### src/ept_pkg.sv
// Purpose: Shared constants for the energy pulse output timing block.
// Assumes: Master clock of 10 MHz on i_clk_sys.
// Notes: Times are kept in their own units; cycle counts derive from them.
package ept_pkg;
  // ***********************************************************************
  // Clock and time figures
  // ***********************************************************************
  localparam int CLK_HZ = 10_000_000;
  localparam int F_HIGH_MS = 275;
  localparam int CF_HIGH_MS = 90;
  localparam int CF_HF_US = 1;
  localparam int SEP_CLKS = 4;
  // Derived cycle counts
  localparam int F_HIGH_CYC = F_HIGH_MS * (CLK_HZ / 1000);
  localparam int CF_HIGH_CYC = CF_HIGH_MS * (CLK_HZ / 1000);
  localparam int CF_HF_CYC = CF_HF_US * (CLK_HZ / 1_000_000);
  // ***********************************************************************
  // Datapath shape and reset values
  // ***********************************************************************
  localparam int HPF_SHIFT = 8;
  localparam int CNT_W = 32;
  localparam int ACC_W = 48;
  localparam logic [31:0] CNT_RST = 32'h0000_0000;
  localparam logic [47:0] ACC_RST = 48'h0000_0000_0000;
  localparam logic [31:0] SAT_MAX = 32'hFFFF_FFFF;
endpackage

### src/ept_hpf.sv
// Purpose: First-order high-pass filter that strips offset from current.
// Assumes: Samples arrive with a one-cycle valid on the system clock.
// Notes: Corner set by the shift; larger shift means a lower corner.
`timescale 1ns/1ps
module ept_hpf #(
  parameter int DW = 16,
  parameter int SHIFT = ept_pkg::HPF_SHIFT
) (
  // Clock and reset
  input wire logic i_clk_sys,
  input wire logic i_rst_n,
  // Sample in
  input wire logic i_valid,
  input wire logic signed [DW-1:0] i_x,
  // Filtered sample out
  output logic o_valid,
  output logic signed [DW-1:0] o_y
);
  logic signed [DW+SHIFT-1:0] dc_acc;
  logic signed [DW-1:0] dc_est;
  logic signed [DW-1:0] next_y;

  // Offset estimate and its removal
  assign dc_est = DW'(dc_acc >>> SHIFT);
  assign next_y = DW'(i_x - dc_est);

  // Running offset tracks the low-frequency part of the input
  always_ff @(posedge i_clk_sys) begin
    if (!i_rst_n) begin
      dc_acc <= '0;
    end else if (i_valid) begin
      dc_acc <= (DW+SHIFT)'(dc_acc + next_y);
    end
  end

  // Registered output so the product stage sees a clean word
  always_ff @(posedge i_clk_sys) begin
    if (!i_rst_n) begin
      o_valid <= 1'b0;
      o_y <= '0;
    end else begin
      o_valid <= i_valid;
      if (i_valid) begin
        o_y <= next_y;
      end
    end
  end
endmodule

### src/ept_pulse_out.sv
// Purpose: Energy-to-pulse conversion and pulse shaping for the outputs.
// Assumes: Voltage, current and phase signs come from same-clock logic.
// Notes: Widths shrink with rate, except calibration in high-frequency mode; overlap guard relies on steady rate.
`timescale 1ns/1ps
module ept_pulse_out #(
  parameter int DW = 16,
  parameter int F_HIGH_CYC = ept_pkg::F_HIGH_CYC,
  parameter int CF_HIGH_CYC = ept_pkg::CF_HIGH_CYC,
  parameter logic [47:0] CF_THRESH = 48'h0000_0100_0000,
  parameter logic [47:0] F_THRESH = 48'h0000_1000_0000
) (
  // Clock and reset
  input wire logic i_clk_sys,
  input wire logic i_rst_n,
  // Measurement samples
  input wire logic i_sample_valid,
  input wire logic signed [DW-1:0] i_voltage,
  input wire logic signed [DW-1:0] i_current,
  input wire logic [2:0] i_phase_negative,
  // Mode
  input wire logic i_hf_mode,
  // Pulse outputs
  output logic o_energy_pulse_a,
  output logic o_energy_pulse_b,
  output logic o_calibration_pulse,
  output logic o_reverse_power_flag
);
  localparam int PW = 2 * DW;
  localparam int AW = ept_pkg::ACC_W;
  localparam int CW = ept_pkg::CNT_W;

  // ***********************************************************************
  // Current offset removal and power product
  // ***********************************************************************
  logic hp_valid;
  logic signed [DW-1:0] hp_current;
  logic signed [DW-1:0] volt_q;
  logic prod_valid;
  logic signed [PW-1:0] power;
  logic [PW-1:0] power_mag;

  ept_hpf #(
    .DW(DW),
    .SHIFT(ept_pkg::HPF_SHIFT)
  ) u_hpf (
    .i_clk_sys(i_clk_sys),
    .i_rst_n(i_rst_n),
    .i_valid(i_sample_valid),
    .i_x(i_current),
    .o_valid(hp_valid),
    .o_y(hp_current)
  );

  // Voltage delayed to line up with the filtered current
  always_ff @(posedge i_clk_sys) begin
    if (!i_rst_n) begin
      volt_q <= '0;
    end else if (i_sample_valid) begin
      volt_q <= i_voltage;
    end
  end

  // Instantaneous power
  always_ff @(posedge i_clk_sys) begin
    if (!i_rst_n) begin
      prod_valid <= 1'b0;
      power <= '0;
    end else begin
      prod_valid <= hp_valid;
      if (hp_valid) begin
        power <= volt_q * hp_current;
      end
    end
  end

  // Magnitude; the sign is carried separately by the phase flags
  assign power_mag = power[PW-1] ? PW'(-power) : PW'(power);

  // ***********************************************************************
  // Energy accumulation
  // ***********************************************************************
  logic [AW-1:0] acc_cf;
  logic [AW-1:0] acc_f;
  logic [AW-1:0] sum_cf;
  logic [AW-1:0] sum_f;
  logic fire_cf;
  logic fire_f;

  assign sum_cf = acc_cf + AW'(power_mag);
  assign sum_f = acc_f + AW'(power_mag);
  assign fire_cf = prod_valid && (sum_cf >= CF_THRESH);
  assign fire_f = prod_valid && (sum_f >= F_THRESH);

  // Remainder kept on each crossing so no energy is dropped
  always_ff @(posedge i_clk_sys) begin
    if (!i_rst_n) begin
      acc_cf <= ept_pkg::ACC_RST;
      acc_f <= ept_pkg::ACC_RST;
    end else if (prod_valid) begin
      acc_cf <= fire_cf ? AW'(sum_cf - CF_THRESH) : sum_cf;
      acc_f <= fire_f ? AW'(sum_f - F_THRESH) : sum_f;
    end
  end

  // ***********************************************************************
  // Period measurement and width choice
  // ***********************************************************************
  logic [CW-1:0] since_cf;
  logic [CW-1:0] since_f;
  logic sel_b;
  logic [CW-1:0] half_cf;
  logic [CW-1:0] room_f;
  logic [CW-1:0] width_cf;
  logic [CW-1:0] width_f;

  logic energy_seen;
  logic timing_on;

  // Timers wait for the first product, so pipeline idle time after
  // reset cannot widen the first pulse past the next crossing
  always_ff @(posedge i_clk_sys) begin
    if (!i_rst_n) begin
      energy_seen <= 1'b0;
    end else if (prod_valid) begin
      energy_seen <= 1'b1;
    end
  end

  assign timing_on = energy_seen | prod_valid;

  // Cycles since last crossing, saturating so slow rates stay sane
  always_ff @(posedge i_clk_sys) begin
    if (!i_rst_n) begin
      since_cf <= ept_pkg::CNT_RST;
      since_f <= ept_pkg::CNT_RST;
    end else begin
      if (fire_cf) begin
        since_cf <= CW'(1);
      end else if (timing_on && since_cf != ept_pkg::SAT_MAX) begin
        since_cf <= since_cf + CW'(1);
      end
      if (fire_f) begin
        since_f <= CW'(1);
      end else if (timing_on && since_f != ept_pkg::SAT_MAX) begin
        since_f <= since_f + CW'(1);
      end
    end
  end

  // Alternate crossings so b falls half an output period after a
  always_ff @(posedge i_clk_sys) begin
    if (!i_rst_n) begin
      sel_b <= 1'b0;
    end else if (fire_f) begin
      sel_b <= ~sel_b;
    end
  end

  // Shrink widths at high rate; never below one cycle
  // One spare cycle: kept remainders let intervals differ by one
  always_comb begin
    half_cf = since_cf >> 1;
    if (since_f > CW'(ept_pkg::SEP_CLKS + 1)) begin
      room_f = since_f - CW'(ept_pkg::SEP_CLKS + 1);
    end else begin
      room_f = CW'(1);
    end
    if (i_hf_mode) begin
      width_cf = CW'(ept_pkg::CF_HF_CYC);
    end else if (half_cf < CW'(CF_HIGH_CYC)) begin
      width_cf = (half_cf == '0) ? CW'(1) : half_cf;
    end else begin
      width_cf = CW'(CF_HIGH_CYC);
    end
    if (room_f < CW'(F_HIGH_CYC)) begin
      width_f = room_f;
    end else begin
      width_f = CW'(F_HIGH_CYC);
    end
  end

  // ***********************************************************************
  // Pulse generators: 0 = a, 1 = b, 2 = calibration
  // ***********************************************************************
  logic [2:0] fire;
  logic [CW-1:0] width [3];
  logic [CW-1:0] cnt [3];
  logic [CW-1:0] wid_q [3];
  logic [CW-1:0] hi_len [3];
  logic [2:0] pulse;

  assign fire = {fire_cf, fire_f & sel_b, fire_f & ~sel_b};
  assign width[0] = width_f;
  assign width[1] = width_f;
  assign width[2] = width_cf;

  genvar g;
  generate
    for (g = 0; g < 3; g++) begin : g_pulse
      // High for exactly the loaded number of cycles
      always_ff @(posedge i_clk_sys) begin
        if (!i_rst_n) begin
          cnt[g] <= ept_pkg::CNT_RST;
          wid_q[g] <= ept_pkg::CNT_RST;
          pulse[g] <= 1'b0;
        end else begin
          if (fire[g]) begin
            cnt[g] <= width[g];
            wid_q[g] <= width[g];
          end else if (cnt[g] != '0) begin
            cnt[g] <= cnt[g] - CW'(1);
          end
          pulse[g] <= fire[g] || (cnt[g] > CW'(1));
        end
      end
      // High-time meter read only by the checks
      always_ff @(posedge i_clk_sys) begin
        if (!i_rst_n) begin
          hi_len[g] <= ept_pkg::CNT_RST;
        end else begin
          hi_len[g] <= pulse[g] ? hi_len[g] + CW'(1) : CW'(0);
        end
      end
    end
  endgenerate

  assign o_energy_pulse_a = pulse[0];
  assign o_energy_pulse_b = pulse[1];
  assign o_calibration_pulse = pulse[2];

  // Reverse flag moves only together with a calibration pulse
  always_ff @(posedge i_clk_sys) begin
    if (!i_rst_n) begin
      o_reverse_power_flag <= 1'b0;
    end else if (fire_cf) begin
      o_reverse_power_flag <= |i_phase_negative;
    end
  end
endmodule

### config.mk
export PLATFORM = sky130hd
export DESIGN_NAME = ept_pulse_out
export DESIGN_NICKNAME = d
export VERILOG_FILES = /design/src/ept_pkg.sv /design/src/ept_hpf.sv /design/src/ept_pulse_out.sv
export SDC_FILE = /design/constraint.sdc
export NUM_CORES = 2
export LEC_CHECK = 0
export ABC_AREA = 1
export BUFFER_PORTS_ARGS = -buffer_cell sky130_fd_sc_hd__buf_2
export CELL_PAD_IN_SITES_DETAIL_PLACEMENT = 0
export CELL_PAD_IN_SITES_GLOBAL_PLACEMENT = 1
export CORE_MARGIN = 2
export CORE_UTILIZATION = 45
export DETAILED_ROUTE_END_ITERATION = 8
export GPL_ROUTABILITY_DRIVEN = 0
export PLACE_DENSITY_LB_ADDON = 0.1
export SLEW_MARGIN = 0
export SYNTH_ARGS = -nofsm -noshare
export SYNTH_HDL_FRONTEND = slang
export SYNTH_SLANG_ARGS = --single-unit
### constraint.sdc
create_clock -name i_clk_sys -period 7.25 [get_ports i_clk_sys]
set_clock_uncertainty 0.05 [all_clocks]
set_input_delay 1.0875 -clock i_clk_sys [delete_from_list [all_inputs] [get_ports i_clk_sys]]
set_output_delay 1.0875 -clock i_clk_sys [all_outputs]
set_load 0.005 [all_outputs]
Word-level counts from Yosys, hierarchy flattened
Memory sizes are Yosys's and may differ from the RTL's.
Index checks and enable logic that the tools add are counted.
Widths: inputs -> output; s select.
- flip-flop bits (word level): 256
- bits in writable memories: 96
- memories kept: 1
- add/subtract/negate cells: 13
- $mul: 1
- order comparisons: 8
- eq/ne operators: 2
- muxes and demuxes: 40
- bitwise gates (word level): 11
- reductions and logical operators: 16
- memory list (name ; depth ; width ; rd ports ; clocked after memory_dff ; write ports ; line ; source):
    cnt ; 3 ; 32 ; 3 ; 0 ; 3 ; ept_pulse_out.sv:187 ; logic [CW-1:0] cnt [3];
- operators with widths (kind ; number):
    $mux 32 ; 9
    $add 48x32->48 ; 2
    $gt 32x1->1 const B ; 3
    $mux 48 ; 2
    $reduce_bool 32->1 ; 3
    $sub 32x1->32 const B ; 3
    $mux 31 ; 3
    $add 32x1->32 const B ; 2
    $ne 32x32->1 const B ; 2
    $ge 48x25->1 const B ; 1
    $ge 48x29->1 const B ; 1
    $sub 48x25->48 const B ; 1
    $sub 48x29->48 const B ; 1
    $gt 32x3->1 const B ; 1
    $logic_not 32->1 ; 1
    $lt 32x22->1 const B ; 1
    $mul 16x16->32 ; 1
    $neg 32->32 ; 1
    $sub 32x3->32 const B ; 1
    $lt 31x20->1 const B ; 1
    $mux 1 ; 26
    $add 24x16->24 ; 1
    $sub 16x16->16 ; 1
    $or 1x1->1 ; 7
    7 further kinds ; 16

Logic depth before layout (Yosys ltp)
- depth in word-level cells: 11
- gate-level depth with buffers: 42

Modules after synthesis
A second synthesis with hierarchy kept.
- cell total of the unflattened synthesis: 6031
- area total of the unflattened synthesis: 39347.7 um2
- by module, submodules not included (module ; times used ; cells each ; area an instance (um2) ; seq. area each (um2)):
    ept_pulse_out ; 1 ; 5452 ; 35616.7 ; 7186.9
    ept_hpf ; 1 ; 579 ; 3731.1 ; 820.8

Least setup slack after synthesis
Ideal clock, no wire load.
- path type: register to register
- start: register power[0]
- end: memory cnt[1][0] (netlist name) (enable)
- data arrival time: 5347 ps
- data required time: 6572 ps
- setup slack: 1225 ps
- cell stages (with the launch flop): 37
- buffers on the path: 1
- cell sequence: dfxtp_1 > nor3_1 > nand3_1 > nor2_1 > nand4_1 > nand3b_1 > nor3_1 > nand2_1 > nor3_1 > nand3_1 > nor2_1 > nand3_1 > nand2_1 > xor2_1 > ha_1 > a21oi_1 > o21ai_0 > a21oi_1 > nand2_1 > inv_1 > nand3_1 > nand2_1 > inv_1 > ha_1 > nand2_1 > nor2_1 > nand3_1 > nor2_1 > nand3_1 > nor2_1 > nand2_1 > nor2_1 > nand3_1 > nand4_4 > nand3_2 > buf_2 > nand4_1
- RTL lines (element ; line ; source):
    from (decl) ; ept_pulse_out.sv:39 ; logic signed [PW-1:0] power;
    from (signal assigned) ; ept_pulse_out.sv:71 ; power <= volt_q * hp_current;
    to (decl) ; ept_pulse_out.sv:187 ;

Final worst setup path
- start: register u_hpf.o_y[1]
- end: register power[31]
- cells in the longest elaborated chain, start to end: 1
- ends and longest elaborated chain (element ; line ; source):
    from (decl) ; ept_hpf.sv:17 ; output logic signed [DW-1:0] o_y
    from (signal assigned) ; ept_hpf.sv:44 ; o_y <= next_y;
    $mul 16x16->32 ; ept_pulse_out.sv:71 ;
No other way between the ends.
A chain may end at the register's enable or synchronous reset.

==> flow_summary.toml <==
[layout]
diodes = 0
fillCellCount = 8813
area_growth_pct = 7.69
nets = 6260
drive_gt1_frac = 0.0453
regArea_um2 = 8010
multi_input_area_um2 = 25300

[place]
portBuffers = 42
dp_hpwl_mm = 89.7
dp_slack_ps = 401

[synthesis]
async_reset_ff_frac = 0
seq_area_frac_synth = 0.209
synth_commonest_cells = "nand2_1, inv_1, nor2_1"
synth_edf_count = 96
synth-simple-area-share = 0.316
syn_inst = 5793
syn-cell-area_um2 = 38200
synth_cell_types = 59
syn_avg_cell_area_um2 = 6.60
synth_nets = 6300
post-synth-top-count-cell = "nand2_1"
synth_flop_cell = "dfxtp_1"
synth_top_family_by_area = "simple AND/OR/NAND/NOR gates"
yosys.area_share.adder = 0.205
synth_compound_area_frac = 0.0776
ys_ff_latch = 352
synth_xor_area_frac = 0.0627
yosys.area.top_type = "nand2_1"
ys_top_cells_by_area = "nand2_1, fa_1, dfxtp_1, inv_1, edfxtp_1"
ys.warnings.count = 0
muxShareOfSynthArea = 0
synth.top_cell.area_share = 0.146

[routing]
vias = 34700
drtIter0Drc = 2215
viasPerCell = 5.02
route.detailed.drc = 0
wl_per_cell_um = 16.1
drtPass1Iterations = 5
drt-total-wl_mm = 111
ant_nets = 0

[worst_setup_path]
critPathKind = "reg2reg"
cp_data_arrival_time_ps = 7010
required_ps = 7690
end_kind = "register"
cp-start-kind = "register"
worstPathMaxFanout = 17

[power]
ir_drop_mv = 0.233
leakage_nw = 21.4
pwr_density_cell_nw_per_um2 = 379

[sta]
fmax_mhz = 152
period_share = 0.906
finalSetupViolCount = 0
setup_ws_ps = 684
rsz0062_at_grt = "no"
slew_headroom = 0.248
setup-tns-final_ps = 0
worstMarginPinSlew_ps = 1120
min_period_ps = 6570
finalMaxSlewViolations = 0
hold_viol = 0

[clocking]
clkSlewWorstSetupHoldPaths_ps = 70
insertion_delay_ps = 610
cts_buffer_depth = 3
cts-root-buf = "clkbuf_16"
cts_tree = "done"
clock-sinks = 352
numCtsBuffers = 46
h-tree-depth = 2
hold_buffers = 0

[floorplan]
die_w_um = 295
start_util = 0.456
core_area_um2 = 83800
num_io_pins = 43
die_y_um = 295
num_rows = 106
die_area_um2 = 87300

[global_route]
grt.total_usage = 0.257
grt_pass1_vias = 34000
antenna_found_initial = 0
grt-ovfl-total = 0
grt_max_degree = 68
grt_pass1_wl_mm = 180

[outcome]
status = "completed"

[run]
cap_violations = 0

[hold_path]
min_path_type = "reg2reg"
## cell families after synthesis
logic type | after synthesis
adder cells (fa/ha/maj) | 468
buffers and inverters | 1293
XOR/XNOR | 273
AND/OR/NAND/NOR | 2863
flip-flops | 352
AO/OA/AOI/OAI | 544
## stage by stage
| step | cell area, µm² | power (mW) | util | instances | hold slack [ps] |
|---|---|---|---|---|---|
| floorplan | 38200 | 10.6 | - | 5793 | 372 |
| global placement | 39500 | 13.1 | 0.471 | 6835 | 384 |
| detailed placement | 39500 | 13.2 | 0.471 | 6835 | 387 |
| CTS | 41100 | 15.7 | 0.490 | 6920 | 402 |
| global route | 41200 | 17.3 | 0.491 | 6924 | 440 |
| finish | 41200 | 15.6 | 0.491 | 6924 | 402 |
## metal layers
metal	global-route usage	part of all wire	vias up
li1	-	-	17900
met1	0.352	0.47	16100
met2	0.436	0.47	652
met3	0.0224	0.036	146
met4	0.0661	0.024	0
met5	0	0	-
## cell usage in the layout (no fill, tap or decap), types with 24 or more instances in the layout
cell type and count:
nor2_1 725, o21ai_0 206, nand3_1 281, edfxtp_1 96, ha_1 202, buf_2 41
nor4_1 31, fa_1 266, or2_2 29, dfxtp_1 255, inv_1 1097, nor3_1 80
a21oi_1 241, buf_4 44, clkbuf_16 47, nand2_1 1491, nand3b_1 24, o211ai_1 41
xnor2_1 82, xor2_1 189, nand4_1 136
## layout make-up
type,instances,area share
Clock buffer,61,0.0320
Clock inverter,24,0.00720
Inverter,1115,0.102
Multi-Input combinational cell,4148,0.615
Sequential cell,352,0.195
Tap cell,1134,0.0345
Timing Repair Buffer,89,0.0144
Timing Repair inverter,1,0.000122
## sequential cells by signal, indices dropped and copies added, names as in the netlist
| register | count |
|---|---|
| u_hpf.dc_acc | 24 |
| u_hpf.o_valid | 1 |
| acc_cf | 48 |
| energy_seen | 1 |
| o_reverse_power_flag | 1 |
| volt_q | 16 |
| power | 32 |
| since_f | 32 |
| prod_valid | 1 |
| since_cf | 32 |
| o_calibration_pulse | 1 |
| acc_f | 48 |
| cnt | 96 |
| u_hpf.o_y | 16 |
| sel_b | 1 |
| o_energy_pulse_a | 1 |
| o_energy_pulse_b | 1 |
## report_power, final
group | leakage, nW | switching [mW] | internal, mW
combinational | 17.3 | 6.57 | 3.73
sequential | 3.25 | 0.426 | 2.44
clock | 0.791 | 0.979 | 1.47
total | 21.4 | 7.97 | 7.63
## final timing paths
kind,from,endpoint,slack (ps),cells after the start
worst max-delay path,u_hpf.o_y[1]$_SDFFE_PN0P_,power[31]$_SDFFE_PN0P_,680,23
worst min-delay path,energy_seen$_SDFFE_PN0P_,energy_seen$_SDFFE_PN0P_,400,2
worst max register to register,u_hpf.o_y[1]$_SDFFE_PN0P_,power[31]$_SDFFE_PN0P_,680,23
worst min register to register,energy_seen$_SDFFE_PN0P_,energy_seen$_SDFFE_PN0P_,400,2
## worst max-delay path, cell delays in order, from the launching register on
cell and delay (ps):
dfxtp_1 830, nand2_1 220, inv_1 160, fa_1 500
inv_1 180, fa_1 450, fa_1 490, fa_1 510
fa_1 490, inv_1 50, fa_1 430, ha_1 380
nand2_1 120, nor2_1 150, nor3b_1 270, nand4_1 120
nand3_1 160, nand2_1 70, o211ai_1 150, a21oi_1 170
o21ai_0 220, xor2_1 80, o21ai_0 150, inv_1 50
## repair_timing
item | CTS | global route
gates resized for setup | 0 | 10
endpoints found under the setup margin | 0 | 222
hold endpoints to repair | 0 | 0
setup buffers | 0 | 3
No activity file was read; power rests on OpenSTA's default activity.
